## src/pkg/sth_regs.vh

```
// Register offsets, field positions, reset values and sizes of the block.
`ifndef STH_REGS_VH
`define STH_REGS_VH

// ---------------------------------------------------------------------------
// Register byte offsets
// ---------------------------------------------------------------------------
`define STH_OFF_STATUS    12'h000
`define STH_OFF_CONTROL   12'h004
`define STH_OFF_TX_BUFFER 12'h008
`define STH_OFF_IRQ_STAT  12'h00c
`define STH_OFF_IRQ_CLR   12'h010
`define STH_OFF_IRQ_EN    12'h014

// ---------------------------------------------------------------------------
// Status register fields
// ---------------------------------------------------------------------------
`define STH_ST_HCP        0
`define STH_ST_SLAVE_TX_REQUEST       1
`define STH_ST_LVL_LO     8
`define STH_ST_LVL_HI     10

// ---------------------------------------------------------------------------
// Control register fields
// ---------------------------------------------------------------------------
`define STH_CT_MODE_LO    0
`define STH_CT_MODE_HI    2
`define STH_CT_SLAVE_TX_IRQ_ENABLE       3
`define STH_CT_HOST_CMD_IRQ_ENABLE       4
`define STH_CT_DMAE       5
`define STH_CT_SRST       6
`define STH_CT_RESET      8'h00

// ---------------------------------------------------------------------------
// Interface modes and host formats
// ---------------------------------------------------------------------------
`define STH_MODE_PRESET   3'h0
`define STH_MODE_PCI      3'h1
`define STH_MODE_UB0      3'h2
`define STH_MODE_UB1      3'h3
`define STH_FMT_32BIT     2'h0

// ---------------------------------------------------------------------------
// Interrupt status bits and buffer sizes
// ---------------------------------------------------------------------------
`define STH_IRQ_SLAVE_TX_REQUEST      0
`define STH_IRQ_HCP       1
`define STH_FIFO_DEPTH    6
`define STH_FIFO_DEPTH_32 3
`define STH_FIFO_DEPTH_UB 1

`endif

```

## src/rtl/sth_dummy_unused.v

```verilog
// Intentionally empty.
`timescale 1ns/1ps
`default_nettype none
`default_nettype wire

```

## src/rtl/sth_top.v

```verilog
// Core-side transmit request and host command flags with an APB slave.
//
// Our own choices: the register offsets and register access over APB.
`timescale 1ns/1ps
`default_nettype none
`include "sth_regs.vh"

module sth_top #(
  parameter WIDTH = 24,
  parameter AW    = 3
) (
  input  wire             CLK,
  input  wire             RST_N,
  input  wire             PSEL,
  input  wire             PENABLE,
  input  wire             PWRITE,
  input  wire [11:0]      PADDR,
  input  wire [31:0]      PWDATA,
  output reg  [31:0]      PRDATA,
  output wire             PREADY,
  output wire             PSLVERR,
  input  wire             HOST_READ_ACTIVE,
  input  wire             HOST_READ_STROBE,
  input  wire             HOST_FETCH_TYPE,
  input  wire [1:0]       HOST_RX_FORMAT,
  input  wire             HOST_CMD_SET,
  output wire [WIDTH-1:0] HOST_RX_DATA,
  output reg              HOST_RX_VALID,
  output reg              HOST_CMD_BIT,
  input  wire             CORE_HCMD_ACK,
  output wire             STX_IRQ_REQ,
  output wire             STX_DMA_REQ,
  output wire             HCMD_IRQ_REQ,
  output wire             IRQ
);

  // -------------------------------------------------------------------------
  // Functions
  // -------------------------------------------------------------------------
  localparam [31:0] cap_full_w  = `STH_FIFO_DEPTH;
  localparam [31:0] cap_last_w  = `STH_FIFO_DEPTH - 1;
  localparam [31:0] cap_fmt32_w = `STH_FIFO_DEPTH_32;
  localparam [31:0] cap_ub_w    = `STH_FIFO_DEPTH_UB;

  function [AW-1:0] ptr_next;
    input [AW-1:0] p;
    ptr_next = (p == cap_last_w[AW-1:0]) ? {AW{1'b0}} :
               p + {{(AW-1){1'b0}}, 1'b1};
  endfunction

  function [AW-1:0] capacity;
    input [2:0] mode;
    input       fetch;
    input [1:0] fmt;
    if ((mode != `STH_MODE_PCI) && fetch)
      capacity = cap_ub_w[AW-1:0];
    else if ((mode == `STH_MODE_PCI) && (fmt == `STH_FMT_32BIT))
      capacity = cap_fmt32_w[AW-1:0];
    else
      capacity = cap_full_w[AW-1:0];
  endfunction

  // -------------------------------------------------------------------------
  // Pin synchronisers
  // -------------------------------------------------------------------------
  reg [5:0] sync1_q;
  reg [5:0] sync2_q;
  reg       strobe_prev_q;
  reg       active_prev_q;
  reg       cmd_prev_q;

  always @(posedge CLK)
  begin
    if (!RST_N)
    begin
      sync1_q       <= 6'h00;
      sync2_q       <= 6'h00;
      strobe_prev_q <= 1'b0;
      active_prev_q <= 1'b0;
      cmd_prev_q    <= 1'b0;
    end
    else
    begin
      sync1_q       <= {HOST_RX_FORMAT, HOST_FETCH_TYPE, HOST_CMD_SET,
                        HOST_READ_STROBE, HOST_READ_ACTIVE};
      sync2_q       <= sync1_q;
      strobe_prev_q <= sync2_q[1];
      active_prev_q <= sync2_q[0];
      cmd_prev_q    <= sync2_q[2];
    end
  end

  wire       host_reading = sync2_q[0];
  wire       host_pop     = sync2_q[1] & ~strobe_prev_q;
  wire       read_start   = sync2_q[0] & ~active_prev_q;
  wire       cmd_set      = sync2_q[2] & ~cmd_prev_q;
  wire       fetch_type   = sync2_q[3];
  wire [1:0] rx_format    = sync2_q[5:4];

  // -------------------------------------------------------------------------
  // APB decode and registers
  // -------------------------------------------------------------------------
  reg  [7:0] control_q;
  reg  [1:0] irq_stat_q;
  reg  [1:0] irq_en_q;
  reg        slave_tx_request_q;
  reg  [AW-1:0] count_q;

  wire       wr_acc  = PSEL & PENABLE & PWRITE;
  wire       rd_set  = PSEL & ~PENABLE & ~PWRITE;
  wire       mapped  = (PADDR == `STH_OFF_STATUS) ||
                       (PADDR == `STH_OFF_CONTROL) ||
                       (PADDR == `STH_OFF_TX_BUFFER) ||
                       (PADDR == `STH_OFF_IRQ_STAT) ||
                       (PADDR == `STH_OFF_IRQ_CLR) ||
                       (PADDR == `STH_OFF_IRQ_EN);
  wire       tx_write = wr_acc & (PADDR == `STH_OFF_TX_BUFFER);
  wire       soft_rst = wr_acc & (PADDR == `STH_OFF_CONTROL) &
                        PWDATA[`STH_CT_SRST];
  wire [2:0] mode     = control_q[`STH_CT_MODE_HI:`STH_CT_MODE_LO];
  wire       pers_rst = (mode == `STH_MODE_PRESET);
  wire       ub_mode  = (mode == `STH_MODE_UB0) || (mode == `STH_MODE_UB1);

  assign PREADY  = 1'b1;
  assign PSLVERR = PSEL & PENABLE & ~mapped;

  always @(posedge CLK)
  begin
    if (!RST_N)
    begin
      control_q <= `STH_CT_RESET;
      irq_en_q  <= 2'h0;
      PRDATA    <= 32'h00000000;
    end
    else
    begin
      if (wr_acc && (PADDR == `STH_OFF_CONTROL))
        control_q <= {2'h0, PWDATA[5:0]};
      if (wr_acc && (PADDR == `STH_OFF_IRQ_EN))
        irq_en_q <= PWDATA[1:0];
      if (rd_set)
      begin
        case (PADDR)
          `STH_OFF_STATUS:
            PRDATA <= {21'h000000, count_q, 6'h00, slave_tx_request_q, HOST_CMD_BIT};
          `STH_OFF_CONTROL:  PRDATA <= {24'h000000, control_q};
          `STH_OFF_IRQ_STAT: PRDATA <= {30'h00000000, irq_stat_q};
          `STH_OFF_IRQ_EN:   PRDATA <= {30'h00000000, irq_en_q};
          default:           PRDATA <= 32'h00000000;
        endcase
      end
    end
  end

  // -------------------------------------------------------------------------
  // Core-to-host buffer
  // -------------------------------------------------------------------------
  reg  [AW-1:0] wr_ptr_q;
  reg  [AW-1:0] rd_ptr_q;
  wire [AW-1:0] cap     = capacity(mode, fetch_type, rx_format);
  wire          full    = (count_q >= cap);
  wire          empty   = (count_q == {AW{1'b0}});
  wire          flush   = pers_rst | soft_rst | (fetch_type & ~host_reading);
  wire          push    = tx_write & ~full & ~flush;
  wire          pop     = host_pop & ~empty & ~flush;

  always @(posedge CLK)
  begin
    if (!RST_N)
    begin
      wr_ptr_q      <= {AW{1'b0}};
      rd_ptr_q      <= {AW{1'b0}};
      count_q       <= {AW{1'b0}};
      HOST_RX_VALID <= 1'b0;
    end
    else
    begin
      HOST_RX_VALID <= pop;
      if (flush)
      begin
        wr_ptr_q <= {AW{1'b0}};
        rd_ptr_q <= {AW{1'b0}};
        count_q  <= {AW{1'b0}};
      end
      else
      begin
        if (push)
          wr_ptr_q <= ptr_next(wr_ptr_q);
        if (pop)
          rd_ptr_q <= ptr_next(rd_ptr_q);
        if (push && !pop)
          count_q <= count_q + {{(AW-1){1'b0}}, 1'b1};
        else if (pop && !push)
          count_q <= count_q - {{(AW-1){1'b0}}, 1'b1};
      end
    end
  end

  sth_fifo_mem #(
    .WIDTH (WIDTH),
    .DEPTH (`STH_FIFO_DEPTH),
    .AW    (AW)
  ) u_mem (
    .clk     (CLK),
    .wr_en   (push),
    .wr_addr (wr_ptr_q),
    .wr_data (PWDATA[WIDTH-1:0]),
    .rd_en   (pop),
    .rd_addr (rd_ptr_q),
    .rd_data (HOST_RX_DATA)
  );

  // -------------------------------------------------------------------------
  // Transmit request flag
  // -------------------------------------------------------------------------
  reg ub_req_q;
  reg slave_tx_request_d;

  always @(posedge CLK)
  begin
    if (!RST_N)
      ub_req_q <= 1'b0;
    else if (!host_reading || tx_write || pers_rst)
      ub_req_q <= 1'b0;
    else if (read_start)
      ub_req_q <= 1'b1;
  end

  always @*
  begin
    slave_tx_request_d = 1'b0;
    if (fetch_type)
    begin
      if (!host_reading)
      begin
        slave_tx_request_d = 1'b0;
      end
      else if (ub_mode)
      begin
        slave_tx_request_d = ub_req_q | read_start;
      end
      else
      begin
        slave_tx_request_d = ~full;
      end
    end
    else
    begin
      slave_tx_request_d = ~full;
    end
  end

  always @(posedge CLK)
  begin
    if (!RST_N || soft_rst)
      slave_tx_request_q <= 1'b1;
    else if (pers_rst)
      slave_tx_request_q <= 1'b0;
    else
      slave_tx_request_q <= slave_tx_request_d;
  end

  // -------------------------------------------------------------------------
  // Host command bit
  // -------------------------------------------------------------------------
  always @(posedge CLK)
  begin
    if (!RST_N)
    begin
      HOST_CMD_BIT <= 1'b0;
    end
    else if (cmd_set)
    begin
      HOST_CMD_BIT <= 1'b1;
    end
    else if (CORE_HCMD_ACK)
    begin
      HOST_CMD_BIT <= 1'b0;
    end
  end

  // -------------------------------------------------------------------------
  // Requests and interrupt status
  // -------------------------------------------------------------------------
  reg slave_tx_request_prev_q;
  reg hcp_prev_q;

  assign STX_IRQ_REQ  = slave_tx_request_q & control_q[`STH_CT_SLAVE_TX_IRQ_ENABLE];
  assign STX_DMA_REQ  = slave_tx_request_q & control_q[`STH_CT_DMAE];
  assign HCMD_IRQ_REQ = HOST_CMD_BIT & control_q[`STH_CT_HOST_CMD_IRQ_ENABLE];
  assign IRQ          = |(irq_stat_q & irq_en_q);

  // Rising flags are sticky; a new event wins over a clear in one cycle.
  always @(posedge CLK)
  begin
    if (!RST_N)
    begin
      slave_tx_request_prev_q <= 1'b1;
      hcp_prev_q  <= 1'b0;
      irq_stat_q  <= 2'h0;
    end
    else
    begin
      slave_tx_request_prev_q <= slave_tx_request_q;
      hcp_prev_q  <= HOST_CMD_BIT;
      if (wr_acc && (PADDR == `STH_OFF_IRQ_CLR))
      begin
        irq_stat_q <= irq_stat_q & ~PWDATA[1:0] |
                      {HOST_CMD_BIT & ~hcp_prev_q, slave_tx_request_q & ~slave_tx_request_prev_q};
      end
      else
      begin
        irq_stat_q <= irq_stat_q |
                      {HOST_CMD_BIT & ~hcp_prev_q, slave_tx_request_q & ~slave_tx_request_prev_q};
      end
    end
  end

endmodule // sth_top

`default_nettype wire

```

## src/rtl/sth_fifo_mem.v

```verilog
// Small word memory for the core-to-host path with registered read data.
`timescale 1ns/1ps
`default_nettype none

module sth_fifo_mem #(
  parameter WIDTH = 24,
  parameter DEPTH = 6,
  parameter AW    = 3
) (
  input  wire             clk,
  input  wire             wr_en,
  input  wire [AW-1:0]    wr_addr,
  input  wire [WIDTH-1:0] wr_data,
  input  wire             rd_en,
  input  wire [AW-1:0]    rd_addr,
  output reg  [WIDTH-1:0] rd_data
);

  reg [WIDTH-1:0] mem [0:DEPTH-1];

  always @(posedge clk)
  begin
    if (wr_en)
    begin
      mem[wr_addr] <= wr_data;
    end
    if (rd_en)
    begin
      rd_data <= mem[rd_addr];
    end
  end

endmodule // sth_fifo_mem

`default_nettype wire

```

## config.mk

```make
export PLATFORM = sky130hd
export DESIGN_NAME = sth_top
export DESIGN_NICKNAME = d
export VERILOG_FILES = /design/src/rtl/sth_dummy_unused.v /design/src/rtl/sth_top.v /design/src/rtl/sth_fifo_mem.v
export VERILOG_INCLUDE_DIRS = /design/src /design/src/pkg
export SDC_FILE = /design/constraint.sdc
export NUM_CORES = 1
export LEC_CHECK = 0
export BUFFER_PORTS_ARGS = -buffer_cell sky130_fd_sc_hd__clkbuf_2
export CORE_MARGIN = 4
export CORE_UTILIZATION = 61
export DETAILED_ROUTE_END_ITERATION = 8
export GPL_TIMING_DRIVEN = 0
export PLACE_DENSITY_LB_ADDON = 0.08
export REMOVE_ABC_BUFFERS = 1
export SETUP_SLACK_MARGIN = 0.3
export SLEW_MARGIN = 20
export SYNTH_ARGS = -nofsm -noshare
export SYNTH_HDL_FRONTEND = slang
export SYNTH_SLANG_ARGS = --single-unit
```

## constraint.sdc

```tcl
create_clock -name CLK -period 7.4 [get_ports CLK]
set_clock_uncertainty 0.1 [all_clocks]
set_input_delay 1.11 -clock CLK [delete_from_list [all_inputs] [get_ports CLK]]
set_output_delay 1.11 -clock CLK [all_outputs]
set_load 0.05 [all_outputs]
```

==> flow_summary.toml <==
[timing]
finalMaxSlewViolations = 0
setup_ws_ns = 3.28
hold_viol_final = 0
finalCritPeriodShare_pct = 55.6
rsz0062_at_grt = "no"
fin_crit_ns = 4.12
tightestPinTransition_ns = 1.05
fmax_mhz = 243
slew_headroom_pct = 29.3
setup_viol = 0

[route]
wirelength_um = 16400
vias = 4924
wl_per_cell_um = 19.0
drt-pass1-iter-count = 5
drcViolationCount = 0
ant_nets = 0
vias_per_cell = 5.72
drt_iter0_markers = 302

[place]
pre_cts_slack_ns = 3.00
post-place-cells = 824
place_area_um2 = 9260
dpl.hpwl_um = 10900
gp_congestion = 0.846
port_buffers = 87

[critical_path]
reg2regPathDepth = 12
r2r_slack_ns = 3.28
timing.rr.end = "u_mem.mem[3][19]"
worstSetupPathType = "flip-flop to flip-flop"
critical_path_buf_inv_count = 4
r2r-start = "control_q[2]"
end_kind = "flip-flop"
crit_family = "simple AND/OR/NAND/NOR gates"
worstSetupStartpointType = "flip-flop"
required_ns = 7.48
crit_start = "control_q[2]"
crit_chain = "nor2_1 > a21boi_0 > a31o_2 > ha_1 > a21oi_1 > o21ai_0 > or3_1 > nor4_2 > buf_4 > buf_4 > buf_2 > buf_2"
worstSetupPathDepth = 12
endpoint = "u_mem.mem[3][19]"
arrival_ns = 4.19
cpPeakStageDelay_ns = 0.71
cp_slowest_cell = "nor4_2"
crit_fanout = 7

[pwr]
leakage_uw = 0.00344
total_power_uw = 2340
pwr_density_cell_nw_per_um2 = 237
irDropWorstVdd_mv = 0.164

[synth]
syn_avg_cell_area_um2 = 15.2
synth_area_um2 = 8480
ys_types = 51
synth_cells = 559
synth_ff_type = "edfxtp_1"
synthArstFlopShare_pct = 0
yosysSeqAreaShare_pct = 71.0
ys_seq_elements = 217
synth_edf_count = 168
yosys_warnings = 0

[clocking]
post_cts_resize_count = 0
htree_levels = 1
cts.sink_count = 217
insertion_delay_ns = 0.47
cts_setup_buffers = 0
path_clk_slew_ns = 0.06
holdBufCountCts = 0
clk_path_buf_depth = 3
cts_root_buf = "clkbuf_16"
cts_tree = "built"
cts_buffers = 21

[cells_and_area]
drive_above_1_share_pct = 26.1
stdcell_area_um2 = 9880
finalNonFillerCells = 861
num_antenna_cells = 0
syn_to_final_growth_pct = 16.4
finalNetCount = 732
fillers = 881

[global_route]
grt_start_max_net_pins = 31
grt_pass1_wl_um = 26100
grt_remaining_overflow = 0
grt_pass1_vias = 4993
grt_usage_pct = 20.6
antenna_found_initial = 0

[flow_run]
maxCapViolCount = 0

[die]
initial_utilization_pct = 63.0
core_um2 = 13500
dieWidth_um = 126
die_y_um = 126
ios = 120
die-area_um2 = 15900
row_count = 42

[hold_path]
hold_path.class = "flip-flop to flip-flop"

[outcome]
status = "completed"
report_power, final:
part | total (uW) | switching [uW] | internal, uW
combinational | 72.0 | 56.4 | 15.6
sequential | 1310 | 2.40 | 1310
clock | 956 | 404 | 552
through the flow:
step,TNS (ns),hold WS (ns),utilization [%]
finish,0,0.330,73.4
global route,0,0.339,73.4
CTS,0,0.333,73.4
detailed placement,0,0.320,68.8
global placement,-11.33,0.313,66.5
floorplan,0,0.304,-
metal layers:
metal,global-route usage (%),share of wire [%]
met5,0,0
met1,26.9,41
met4,5.62,2.1
met2,36.4,52
met3,2.88,5.2
logic make-up (layout without fill, tap and decap cells):
kind of cell,count (synthesis),in the layout,share of synthesized area (%)
other,2,24,0.0885
XOR/XNOR,4,4,0.413
multiplexers,53,53,9.79
flip-flops,217,217,71.0
adder cells (fa/ha/maj),5,5,0.826
AND/OR/NAND/NOR,140,140,8.98
AO/OA/AOI/OAI,79,79,5.09
buffers and inverters,59,163,3.76
synth_stat cells (2+ instances only):
| master | number | area, um2 |
|---|---|---|
| a21oi_1 | 51 | 255 |
| and2_1 | 17 | 106 |
| and3_1 | 4 | 25.0 |
| and4_1 | 3 | 26.3 |
| buf_1 | 2 | 7.51 |
| buf_2 | 6 | 30.0 |
| buf_4 | 24 | 180 |
| clkbuf_1 | 16 | 60.1 |
| conb_1 | 2 | 7.51 |
| dfxtp_1 | 49 | 981 |
| edfxtp_1 | 168 | 5040 |
| ha_1 | 4 | 50.1 |
| inv_1 | 10 | 37.5 |
| mux2i_1 | 29 | 290 |
| mux4_2 | 24 | 541 |
| nand2_1 | 18 | 67.6 |
| nand2b_1 | 5 | 31.3 |
| nand3_1 | 16 | 80.1 |
| nand3b_1 | 2 | 15.0 |
| nand4_1 | 8 | 50.1 |
| nand4b_1 | 2 | 17.5 |
| nor2_1 | 45 | 169 |
| nor3_1 | 3 | 15.0 |
| nor4_1 | 4 | 25.0 |
| nor4b_1 | 2 | 17.5 |
| o21ai_0 | 14 | 70.1 |
| o21ai_1 | 2 | 10.0 |
| o22a_1 | 2 | 17.5 |
| o41ai_1 | 2 | 17.5 |
| or3_1 | 2 | 12.5 |
| xor2_1 | 3 | 26.3 |
worst register-to-register path, cell delays in order (launching register included):
cell and delay [ns]:
dfxtp_1 0.37, nor2_1 0.14, a21boi_0 0.13, a31o_2 0.25, ha_1 0.29, a21oi_1 0.16, o21ai_0 0.27, or3_1 0.60
nor4_2 0.71, buf_4 0.29, buf_4 0.17, buf_2 0.16, buf_2 0.19
how the worst min path moves through the flow:
| stage | cells past startpoint | endpoint | start |
|---|---|---|---|
| after detailed placement | 1 | sync2_q[5] | sync1_q[5] |
| final | 1 | sync2_q[5] | sync1_q[5] |
| after floorplan | 2 | cmd_prev_q | sync2_q[2] |
| after CTS | 1 | sync2_q[5] | sync1_q[5] |
| after global routing | 1 | sync2_q[1] | sync1_q[1] |
| after global placement | 2 | cmd_prev_q | sync2_q[2] |
layout make-up:
class | instances | area, um2 | area share (%)
Timing Repair Buffer | 115 | 699 | 7.08
Clock buffer | 31 | 593 | 6.00
Sequential cell | 217 | 6030 | 61.1
Inverter | 11 | 41.3 | 0.418
Multi-Input combinational cell | 305 | 2270 | 22.9
Clock inverter | 6 | 25.0 | 0.253
Tap cell | 176 | 220 | 2.23
flip-flops by register name, summed over array words and instances, names as in the netlist, 2 cells and up:
signal	flops
sync1_q	6
count_q	3
u_mem.mem	144
wr_ptr_q	3
control_q	6
irq_en_q	2
irq_stat_q	2
rd_ptr_q	3
PRDATA	9
u_mem.rd_data	24
sync2_q	6
placed cells by master, fill, tap and decap left out, drive strengths merged, types with 5 or more instances in the layout:
cell / instances
mux4: 24
buf: 28
nor2: 45
nand3: 16
conb: 24
nand2: 18
nor4: 5
nand2b: 5
a21oi: 51
edfxtp: 168
clkinv: 6
dfxtp: 49
and2: 17
clkbuf: 118
inv: 10
mux2i: 29
o21ai: 16
nand4: 9
(Power assumes the default switching activity.)
